File: src/core/lbbd_pkg.sv
// lbbd_pkg: constants for the local bus bank base/decode block
// assumes: used by package-qualified names only, nothing imported
package lbbd_pkg;
  // ----------------------------------------------------------------
  // register map (byte addresses)
  // ----------------------------------------------------------------
  localparam logic [7:0]  BASE_OFS     = 8'h00;
  localparam logic [7:0]  MASK_OFS     = 8'h20;
  localparam logic [7:0]  CTRL_OFS     = 8'h40;
  localparam logic [7:0]  STAT_OFS     = 8'h44;
  // ----------------------------------------------------------------
  // base register fields (bit 0 of the printed layout is the msb)
  // ----------------------------------------------------------------
  localparam int          BA_LSB       = 15;
  localparam int          PW_LSB       = 11;
  localparam int          PM_LSB       = 9;
  localparam int          WP_BIT       = 8;
  localparam int          MC_LSB       = 5;
  localparam int          XM_LSB       = 2;
  localparam int          V_BIT        = 0;
  localparam logic [31:0] BASE_WMASK   = 32'hFFFF_9FED;
  localparam logic [31:0] BASE0_RST    = 32'h0000_0001;
  localparam logic [31:0] BASEN_RST    = 32'h0000_0000;
  localparam logic [16:0] MASK_RST     = 17'h1_FFFF;
  // ctrl bits: write-protect report, atomic report, bus error pulse
  localparam int          CT_WP_EN     = 0;
  localparam int          CT_AT_EN     = 1;
  localparam int          CT_IRQ_EN    = 2;
  localparam logic [2:0]  CTRL_RST     = 3'h0;
  localparam int          ST_WP_ERR    = 0;
  localparam int          ST_AT_ERR    = 1;
  // ----------------------------------------------------------------
  // field codes
  // ----------------------------------------------------------------
  localparam logic [1:0]  PW_UNDEF     = 2'h0;
  localparam logic [1:0]  PW_8         = 2'h1;
  localparam logic [1:0]  PW_16        = 2'h2;
  localparam logic [1:0]  PW_32        = 2'h3;
  localparam logic [1:0]  PM_GEN_ONLY  = 2'h0;
  localparam logic [1:0]  PM_CHECK     = 2'h1;
  localparam logic [1:0]  PM_RMW       = 2'h2;
  localparam logic [1:0]  XM_NONE      = 2'h0;
  localparam logic [1:0]  XM_RAW       = 2'h1;
  localparam logic [1:0]  XM_WAR       = 2'h2;
  typedef enum logic [2:0] {
    MC_GENERAL = 3'b000,
    MC_SDRAM   = 3'b011,
    MC_USER_A  = 3'b100,
    MC_USER_B  = 3'b101,
    MC_USER_C  = 3'b110
  } lbbd_machine_t;
  typedef enum logic [0:0] {
    TS_IDLE = 1'b0,
    TS_OWN  = 1'b1
  } lbbd_tstate_t;
  // ----------------------------------------------------------------
  // timing
  // ----------------------------------------------------------------
  localparam int          RESV_LIMIT_CYC = 256;
  localparam int          STRAP_SETTLE   = 3;
endpackage

File: src/core/lbbd_bank_decode.sv
// lbbd_bank_decode: eight bank base registers, compare masks and the
// address decode that picks a bank, its machine and its chip select
// assumes: avalon-mm master on core_clk_i; transaction source on the
// same clock; boot port width straps arrive from pins
`timescale 1ns/100ps
`default_nettype none
module lbbd_bank_decode #(
  parameter int ID_W = 4
) (
  // clock, reset, enable
  input  wire logic             core_clk_i,
  input  wire logic             rst_b_i,
  input  wire logic             clk_en_i,
  // avalon-mm slave
  input  wire logic [7:0]       avs_address_i,
  input  wire logic             avs_read_i,
  input  wire logic             avs_write_i,
  input  wire logic [31:0]      avs_writedata_i,
  input  wire logic [3:0]       avs_byteenable_i,
  output logic      [31:0]      avs_readdata_o,
  output logic                  avs_waitrequest_o,
  // boot strap pins
  input  wire logic [1:0]       boot_port_width_i,
  // transaction request
  input  wire logic             tr_valid_i,
  input  wire logic [31:0]      tr_addr_i,
  input  wire logic             tr_write_i,
  input  wire logic [ID_W-1:0]  tr_master_i,
  input  wire logic             tr_end_i,
  // transaction answer
  output logic                  tr_accept_o,
  output logic                  tr_term_o,
  output logic                  tr_nomatch_o,
  output logic                  bus_err_o,
  output logic      [7:0]       chip_select_out_b_o,
  output logic      [2:0]       machine_choice_o,
  output logic      [1:0]       port_width_o,
  output logic      [1:0]       parity_mode_o
);
  // ----------------------------------------------------------------
  // field helpers
  // ----------------------------------------------------------------
  function automatic logic bank_hit(input logic [31:0] b, input logic [16:0] m, input logic [31:0] a);
    bank_hit = b[lbbd_pkg::V_BIT] && (((b[31:lbbd_pkg::BA_LSB] ^ a[31:lbbd_pkg::BA_LSB]) & m) == 17'h0_0000);
  endfunction
  function automatic logic [31:0] be_merge(input logic [31:0] o, input logic [31:0] d, input logic [3:0] be);
    be_merge = o;
    for (int k = 0; k < 4; k++) begin
      if (be[k]) begin
        be_merge[k*8 +: 8] = d[k*8 +: 8];
      end
    end
  endfunction
  // ----------------------------------------------------------------
  // register bank and bus slave
  // ----------------------------------------------------------------
  logic [31:0] base_r   [8];
  logic [31:0] base_nxt [8];
  logic [16:0] mask_r   [8];
  logic [16:0] mask_nxt [8];
  logic [2:0]  ctrl_r, ctrl_nxt;
  logic [1:0]  stat_r, stat_nxt;
  logic        wait_r, wait_nxt;
  logic [31:0] rdata_r, rdata_nxt;
  logic [1:0]  strap1_r, strap2_r, strap3_r;
  logic [1:0]  settle_r, settle_nxt;
  logic        strap_done_r, strap_done_nxt;
  logic        wp_set, at_set;
  lbbd_pkg::lbbd_tstate_t ts_r, ts_nxt;
  logic [2:0]  own_bank_r, own_bank_nxt;

  always_comb begin
    logic       do_wr;
    logic [3:0] idx;
    do_wr      = avs_write_i && !wait_r;
    idx        = {1'b0, avs_address_i[4:2]};
    base_nxt   = base_r;
    mask_nxt   = mask_r;
    ctrl_nxt   = ctrl_r;
    stat_nxt   = stat_r;
    rdata_nxt  = rdata_r;
    settle_nxt = settle_r;
    strap_done_nxt = strap_done_r;
    // one cycle of wait per request: the answer is on the second edge
    wait_nxt   = !((avs_read_i || avs_write_i) && wait_r);
    // straps are taken once the synchroniser has settled and agrees
    if (!strap_done_r) begin
      if (settle_r != 2'(lbbd_pkg::STRAP_SETTLE)) begin
        settle_nxt = settle_r + 2'h1;
      end else if (strap2_r == strap3_r) begin
        base_nxt[0][lbbd_pkg::PW_LSB +: 2] = strap3_r;
        strap_done_nxt = 1'b1;
      end
    end
    if (do_wr) begin
      unique case (avs_address_i[7:5])
        3'h0: base_nxt[idx[2:0]] = be_merge(base_r[idx[2:0]], avs_writedata_i, avs_byteenable_i)
                                   & lbbd_pkg::BASE_WMASK;
        3'h1: mask_nxt[idx[2:0]] = 17'(be_merge({15'h0000, mask_r[idx[2:0]]}, avs_writedata_i,
                                   avs_byteenable_i));
        3'h2: begin
          if (avs_address_i == lbbd_pkg::CTRL_OFS && avs_byteenable_i[0]) begin
            ctrl_nxt = avs_writedata_i[2:0];
          end else if (avs_address_i == lbbd_pkg::STAT_OFS && avs_byteenable_i[0]) begin
            stat_nxt = stat_r & ~avs_writedata_i[1:0];
          end
        end
        default: ;
      endcase
    end
    // a hardware event wins over a same-cycle clear
    if (wp_set) begin
      stat_nxt[lbbd_pkg::ST_WP_ERR] = 1'b1;
    end
    if (at_set) begin
      stat_nxt[lbbd_pkg::ST_AT_ERR] = 1'b1;
    end
    if (avs_read_i && wait_r) begin
      unique case (avs_address_i[7:5])
        3'h0:    rdata_nxt = base_r[idx[2:0]];
        3'h1:    rdata_nxt = {15'h0000, mask_r[idx[2:0]]};
        3'h2: begin
          if (avs_address_i == lbbd_pkg::CTRL_OFS) begin
            rdata_nxt = {29'h0000_0000, ctrl_r};
          end else if (avs_address_i == lbbd_pkg::STAT_OFS) begin
            rdata_nxt = {20'h0_0000, ts_r, own_bank_r, 6'h00, stat_r};
          end else begin
            rdata_nxt = 32'h0000_0000;
          end
        end
        default: rdata_nxt = 32'h0000_0000;
      endcase
    end
  end

  always_ff @(posedge core_clk_i or negedge rst_b_i) begin
    if (!rst_b_i) begin
      for (int i = 0; i < 8; i++) begin
        base_r[i] <= (i == 0) ? lbbd_pkg::BASE0_RST : lbbd_pkg::BASEN_RST;
        mask_r[i] <= lbbd_pkg::MASK_RST;
      end
      ctrl_r       <= lbbd_pkg::CTRL_RST;
      stat_r       <= 2'h0;
      wait_r       <= 1'b1;
      rdata_r      <= 32'h0000_0000;
      strap1_r     <= 2'h0;
      strap2_r     <= 2'h0;
      strap3_r     <= 2'h0;
      settle_r     <= 2'h0;
      strap_done_r <= 1'b0;
    end else if (clk_en_i) begin
      base_r       <= base_nxt;
      mask_r       <= mask_nxt;
      ctrl_r       <= ctrl_nxt;
      stat_r       <= stat_nxt;
      wait_r       <= wait_nxt;
      rdata_r      <= rdata_nxt;
      strap1_r     <= boot_port_width_i;
      strap2_r     <= strap1_r;
      strap3_r     <= strap2_r;
      settle_r     <= settle_nxt;
      strap_done_r <= strap_done_nxt;
    end
  end

  // ----------------------------------------------------------------
  // transaction decode, ownership and reservations
  // ----------------------------------------------------------------
  logic [7:0]      cs_b_r, cs_b_nxt;
  logic [2:0]      mc_r, mc_nxt;
  logic [1:0]      pw_r, pw_nxt, pm_r, pm_nxt;
  logic            acc_r, acc_nxt, term_r, term_nxt, nom_r, nom_nxt, berr_r, berr_nxt;
  logic [7:0]      resv_r, resv_nxt;
  logic [ID_W-1:0] resv_id_r  [8];
  logic [ID_W-1:0] resv_id_nxt[8];
  logic [8:0]      resv_cnt_r [8];
  logic [8:0]      resv_cnt_nxt[8];

  always_comb begin
    logic        hit;
    logic [2:0]  sel;
    logic [31:0] b;
    logic        same;
    hit          = 1'b0;
    sel          = 3'h0;
    b            = 32'h0000_0000;
    same         = 1'b0;
    ts_nxt       = ts_r;
    own_bank_nxt = own_bank_r;
    cs_b_nxt     = cs_b_r;
    mc_nxt       = mc_r;
    pw_nxt       = pw_r;
    pm_nxt       = pm_r;
    acc_nxt      = 1'b0;
    term_nxt     = 1'b0;
    nom_nxt      = 1'b0;
    berr_nxt     = 1'b0;
    wp_set       = 1'b0;
    at_set       = 1'b0;
    resv_nxt     = resv_r;
    resv_id_nxt  = resv_id_r;
    resv_cnt_nxt = resv_cnt_r;
    // reservation age; expiry frees the bank
    for (int i = 0; i < 8; i++) begin
      if (resv_r[i]) begin
        if (resv_cnt_r[i] == 9'(lbbd_pkg::RESV_LIMIT_CYC - 1)) begin
          resv_nxt[i] = 1'b0;
          at_set      = at_set || ctrl_r[lbbd_pkg::CT_AT_EN];
        end else begin
          resv_cnt_nxt[i] = resv_cnt_r[i] + 9'h001;
        end
      end
    end
    // descending scan leaves the lowest matching bank selected
    for (int i = 7; i >= 0; i--) begin
      if (bank_hit(base_r[i], mask_r[i], tr_addr_i)) begin
        hit = 1'b1;
        sel = 3'(i);
      end
    end
    b    = base_r[sel];
    same = resv_id_r[sel] == tr_master_i;
    unique case (ts_r)
      lbbd_pkg::TS_IDLE: begin
        if (tr_valid_i && !term_r && !nom_r) begin // an answered request is not decoded twice
          if (!hit) begin
            nom_nxt = 1'b1;
          end else if (tr_write_i && b[lbbd_pkg::WP_BIT]) begin
            term_nxt = 1'b1;
            wp_set   = ctrl_r[lbbd_pkg::CT_WP_EN];
            berr_nxt = ctrl_r[lbbd_pkg::CT_IRQ_EN];
          end else if (!resv_r[sel] || same) begin
            // another master's reservation holds the request off
            acc_nxt       = 1'b1;
            ts_nxt        = lbbd_pkg::TS_OWN;
            own_bank_nxt  = sel;
            cs_b_nxt      = ~(8'h01 << sel);
            mc_nxt        = b[lbbd_pkg::MC_LSB +: 3];
            pw_nxt        = b[lbbd_pkg::PW_LSB +: 2];
            pm_nxt        = b[lbbd_pkg::PM_LSB +: 2];
            unique case (b[lbbd_pkg::XM_LSB +: 2])
              lbbd_pkg::XM_RAW: begin
                if (tr_write_i) begin
                  resv_nxt[sel]     = 1'b1;
                  resv_id_nxt[sel]  = tr_master_i;
                  resv_cnt_nxt[sel] = 9'h000;
                end else if (resv_r[sel]) begin
                  resv_nxt[sel] = 1'b0;
                end
              end
              lbbd_pkg::XM_WAR: begin
                if (!tr_write_i) begin
                  resv_nxt[sel]     = 1'b1;
                  resv_id_nxt[sel]  = tr_master_i;
                  resv_cnt_nxt[sel] = 9'h000;
                end else if (resv_r[sel]) begin
                  resv_nxt[sel] = 1'b0;
                end
              end
              default: ;
            endcase
            // completing access beats a same-cycle expiry
            if (resv_r[sel] && !resv_nxt[sel] && resv_cnt_r[sel] == 9'(lbbd_pkg::RESV_LIMIT_CYC - 1)) begin
              at_set = 1'b0;
            end
          end
        end
      end
      lbbd_pkg::TS_OWN: begin
        if (tr_end_i) begin
          ts_nxt   = lbbd_pkg::TS_IDLE;
          cs_b_nxt = 8'hFF;
        end
      end
    endcase
  end

  always_ff @(posedge core_clk_i or negedge rst_b_i) begin
    if (!rst_b_i) begin
      ts_r       <= lbbd_pkg::TS_IDLE;
      own_bank_r <= 3'h0;
      cs_b_r     <= 8'hFF;
      mc_r       <= lbbd_pkg::MC_GENERAL;
      pw_r       <= lbbd_pkg::PW_UNDEF;
      pm_r       <= lbbd_pkg::PM_GEN_ONLY;
      acc_r      <= 1'b0;
      term_r     <= 1'b0;
      nom_r      <= 1'b0;
      berr_r     <= 1'b0;
      resv_r     <= 8'h00;
      for (int i = 0; i < 8; i++) begin
        resv_id_r[i]  <= '0;
        resv_cnt_r[i] <= 9'h000;
      end
    end else if (clk_en_i) begin
      ts_r       <= ts_nxt;
      own_bank_r <= own_bank_nxt;
      cs_b_r     <= cs_b_nxt;
      mc_r       <= mc_nxt;
      pw_r       <= pw_nxt;
      pm_r       <= pm_nxt;
      acc_r      <= acc_nxt;
      term_r     <= term_nxt;
      nom_r      <= nom_nxt;
      berr_r     <= berr_nxt;
      resv_r     <= resv_nxt;
      resv_id_r  <= resv_id_nxt;
      resv_cnt_r <= resv_cnt_nxt;
    end
  end

  assign avs_readdata_o      = rdata_r;
  assign avs_waitrequest_o   = wait_r;
  assign tr_accept_o         = acc_r;
  assign tr_term_o           = term_r;
  assign tr_nomatch_o        = nom_r;
  assign bus_err_o           = berr_r;
  assign chip_select_out_b_o = cs_b_r;
  assign machine_choice_o    = mc_r;
  assign port_width_o        = pw_r;
  assign parity_mode_o       = pm_r;
endmodule // lbbd_bank_decode
`default_nettype wire

File: config.mk
export PLATFORM = sky130hd
export DESIGN_NAME = lbbd_bank_decode
export DESIGN_NICKNAME = d
export VERILOG_FILES = /design/src/core/lbbd_pkg.sv /design/src/core/lbbd_bank_decode.sv
export SDC_FILE = /design/constraint.sdc
export NUM_CORES = 1
export LEC_CHECK = 0
export BUFFER_PORTS_ARGS = -buffer_cell sky130_fd_sc_hd__buf_2
export CAP_MARGIN = 20
export CORE_ASPECT_RATIO = 1.75
export CORE_MARGIN = 4
export CORE_UTILIZATION = 62
export CTS_CLUSTER_SIZE = 30
export DETAILED_ROUTE_END_ITERATION = 12
export PLACE_DENSITY_LB_ADDON = 0.08
export SLEW_MARGIN = 20
export SYNTH_ARGS = -nofsm -noshare
export SYNTH_HDL_FRONTEND = slang
export SYNTH_SLANG_ARGS = --single-unit
File: constraint.sdc
create_clock -name core_clk_i -period 6.4 [get_ports core_clk_i]
set_input_delay 1.92 -clock core_clk_i [delete_from_list [all_inputs] [get_ports core_clk_i]]
set_output_delay 1.92 -clock core_clk_i [all_outputs]
set_load 0.05 [all_outputs]
==> results.tsv <==
stage	metric	value	unit
layout	final_cell_mix	mux2_2 (440), dfrtp_1 (396), nand2_1 (226)	
power	p_clk_share	35.4	%
power	power.density	257	nW/um^2
synth	synth_ff_type	dfrtp_1	
sta	fin_crit_sh	94.9	%
floorplanning	start_util	62.5	%
detailed_routing	ant_nets	0	
sta	hold_violations	0	
synth	synth-warning-count	0	
sta	finClkSkew	19.9	ps
sta	layout_min_cycle_time	6070	ps
layout	nets	2834	
cts	ctsHoldBuffers	0	
detailed_routing	via_per_inst	6.63	
synth	synth-seq-cells	542	
synth	mappedNetlistArea	29200	um^2
synth	syn_nets	2594	
cts	cts.htree.levels	2	
floorplanning	core	46800	um^2
setup_path	cp_slowest_cell	or4_1	
layout	mostFrequentLayoutCell	mux2_2	
setup_path	crit_type	input port to flip-flop	
power	vdd_ir_drop_max	0.233	mV
synth	async_flop_share	100	%
floorplanning	io_pins	142	
cts	numCtsBuffers	50	
detailed_routing	wl	96900	um
setup_path	cpMostUsedCell	a21oi_1	
synth	synth-edff-count	0	
detailed_routing	vias	22300	
setup_path	worst_setup_path_end_kind	flip-flop	
layout	finish.utilization	71.2	%
cts	root_buffer	clkbuf_16	
setup_path	cp_top_family	compound AO/OA/AOI/OAI gates	
global_route	grt_pass1_wl	144000	um
sta	max_freq	165	MHz
detailed_routing	drc_errors	0	
setup_path	critPathLaunchType	input port	
cts	clk_pin_slew	70	ps
sta	slew_violations	0	
cts	worst_skew_pair.late_latency	600	ps
global_route	grt_usage	38.3	%
sta	tightest_slew	1180	ps
synth	synth_top_area_share	33.9	%
setup_path	required	6870	ps
power	p_int	6.00	mW
detailed_routing	drt_iter0_drc	2138	
global_route	overflow	0	
status	outcome	complete, no violations	
setup_path	crit_fanout	6	
placed_design	portBuffers	126	
sta	rsz0062_at_grt	false	
cts	cts_sinks	542	
synth	synth_cell_type_count	80	
cts	clk_path_buf_depth	3	
synth	avgSynthCellArea	11.7	um^2
setup_path	critPathBufInv	3	
power	power_frac_comb	19.2	%
floorplanning	rows	105	
job	maxCapViolCount	0	
placed_design	dp_hpwl	71300	um
setup_path	crit_chain	buf_2, xor2_1, a22oi_1, nand4_1, or4_1, a211oi_4, a21oi_2, buf_4, nand2_1, and3_1, a311oi_1, a31oi_1, inv_1, ha_2, or2_2, a21oi_1, o22a_1, a211oi_1, a211o_1, a21oi_1, nor3_1, nor4_2, o21ai_0	
global_route	grt_max_degree	154	
hold_path	hp-class	flip-flop to flip-flop	
detailed_routing	dr.pass1.iters	9	
power	power_frac_seq	45.4	%
power	p_switching	2.58	mW
sta	setup_violations	0	
global_route	grt_pass1_vias	23000	
global_route	antenna_found_initial	4	
sta	finalSetupTns	0	ps
cts	cts_setup_buffers	0	
synth	netlist_instances	2493	
power	p_leak	15.5	nW
synth	ys_top_cells_by_area	dfrtp_1 (34%), mux2_2 (17%), dfstp_2 (13%), mux4_2 (6.9%), xor2_1 (4.9%)	
synth	yosysTopAreaCell	dfrtp_1	
setup_path	max_stage_delay	660	ps
layout	area_delta_synth_final	14.0	%
power	p_sw_share	30.1	%
cts	cts_tree	yes	
layout	drive_gt1_share	40.4	%
sta	slew_headroom	20.8	%
floorplanning	die_h	295	um
setup_path	cp.arrival	6540	ps
floorplanning	fp.dieW	172	um
floorplanning	die_area	50800	um^2
placed_design	gp_congestion	1.07	
synth	ys_seq_area_share	47.1	%
detailed_routing	wl_per_cell	28.8	um
-- power groups by stage --
stage               Clock (mW)  Combinational [mW]  Sequential, mW
floorplan                    0               0.886            4.03
global placement             0                1.59            3.93
detailed placement           0                1.62            3.95
CTS                       3.06                1.63            3.89
global route              3.20                1.77            3.92
finish                    3.03                1.65            3.89
-- synthesized netlist by cell type (9+ instances only) --
cell type  count
a21o_1         9
dfstp_2      146
a211oi_1      14
dfrtp_1      396
buf_2         23
ha_1          11
buf_1         21
mux2_2       440
nor4_1        18
mux2_1        10
a21oi_1       66
o22ai_1       10
xor2_1       165
nand3_1       86
nor3_1        28
a22oi_1       65
mux2i_1       48
xnor2_1       18
and3_1        16
o21ai_0       74
clkbuf_1      86
nor2_1       171
nand2_1      226
mux4_2        90
a22o_1        16
nand4_1       55
and4_1         9
inv_1         29
-- per-stage QoR --
step                      setup slack (ps)  power [mW]  instances  instance area, um^2  hold WS (ps)
after floorplan                       22.0        4.91       2493                29300           448
after global placement                -213        5.51       3269                31700           459
after detailed placement              -309        5.57       3269                31700           465
after CTS                              272        8.59       3361                33300           479
after global routing                  88.9        8.89       3363                33300           505
final                                  327        8.58       3365                33300           476
-- worst reg2reg max path: stages (launching register included) --
cell      delay, ps
dfrtp_1         400
xor2_1          160
a22oi_1         230
nand2_1         280
or4_1           660
a211oi_4        360
a21oi_2         110
buf_4           180
nand2_1          60
and3_1          160
a311oi_1         50
a31oi_1         240
inv_1            80
ha_2            200
or2_2           300
a21oi_1         150
o22a_1          150
a211oi_1         80
a211o_1         330
a21oi_1         150
nor3_1           70
nor4_2          300
o21ai_0         140
-- state kept, by name, summed over array words and instances (netlist names), 2 cells and up --
name / count
chip_select_out_b_o: 8
parity_mode_o: 2
mask_r: 136
port_width_o: 2
own_bank_r: 3
ctrl_r: 3
machine_choice_o: 3
settle_r: 2
stat_r: 2
strap1_r: 2
strap2_r: 2
base_r: 224
resv_id_r: 32
resv_r: 8
resv_cnt_r: 72
strap3_r: 2
avs_readdata_o: 32
-- final timing paths --
check | to | cells after the start | slack (ps) | startpoint
worst max-delay path | stat_r[1] | 23 | 330 | tr_addr_i[17]
worst min-delay path | avs_readdata_o[29] | 2 | 480 | avs_readdata_o[29]
worst max register to register | stat_r[1] | 22 | 1410 | base_r[154]
worst min register to register | avs_readdata_o[29] | 2 | 480 | avs_readdata_o[29]
max in group asynchronous | base_r[32] | 2 | 3670 | rst_b_i
min in group asynchronous | strap1_r[1] | 1 | 1320 | rst_b_i
-- per-layer routing --
layer  GRT usage, %  vias to the layer above  share of wire [%]
li1               -                     9613                  -
met1           42.2                    11300                 33
met2           65.5                     1021                 51
met3           4.90                      352                5.8
met4           30.8                        0                 10
met5              0                        -                  0
-- logic make-up (layout without fill, tap and decap cells) --
logic type	Yosys count	after routing	synth area share, %
buf+inv	170	450	2.41
mux	588	588	25.9
fa+ha+maj	11	11	0.471
xor+xnor	183	183	5.49
other cells	0	4	0
simple gates	675	675	11.2
compound gates	324	324	7.44
flops	542	542	47.1
-- layout make-up --
cell class	count	area (um^2)
diodes	4	10.0
fillers	3417	13500
clock buffers	82	1510
multi-input cells	1781	14800
well taps	588	736
inverters	33	124
repair buffers	325	2220
clock inverters	10	121
flip-flops and latches	542	13700
-- what timing repair did --
| action | CTS | global route |
|---|---|---|
| hold endpoints to repair | 0 | 0 |
| resized for setup | 0 | 2 |
| setup endpoints to repair | 0 | 1 |
Note: power is estimated with default switching activity, not from simulation.
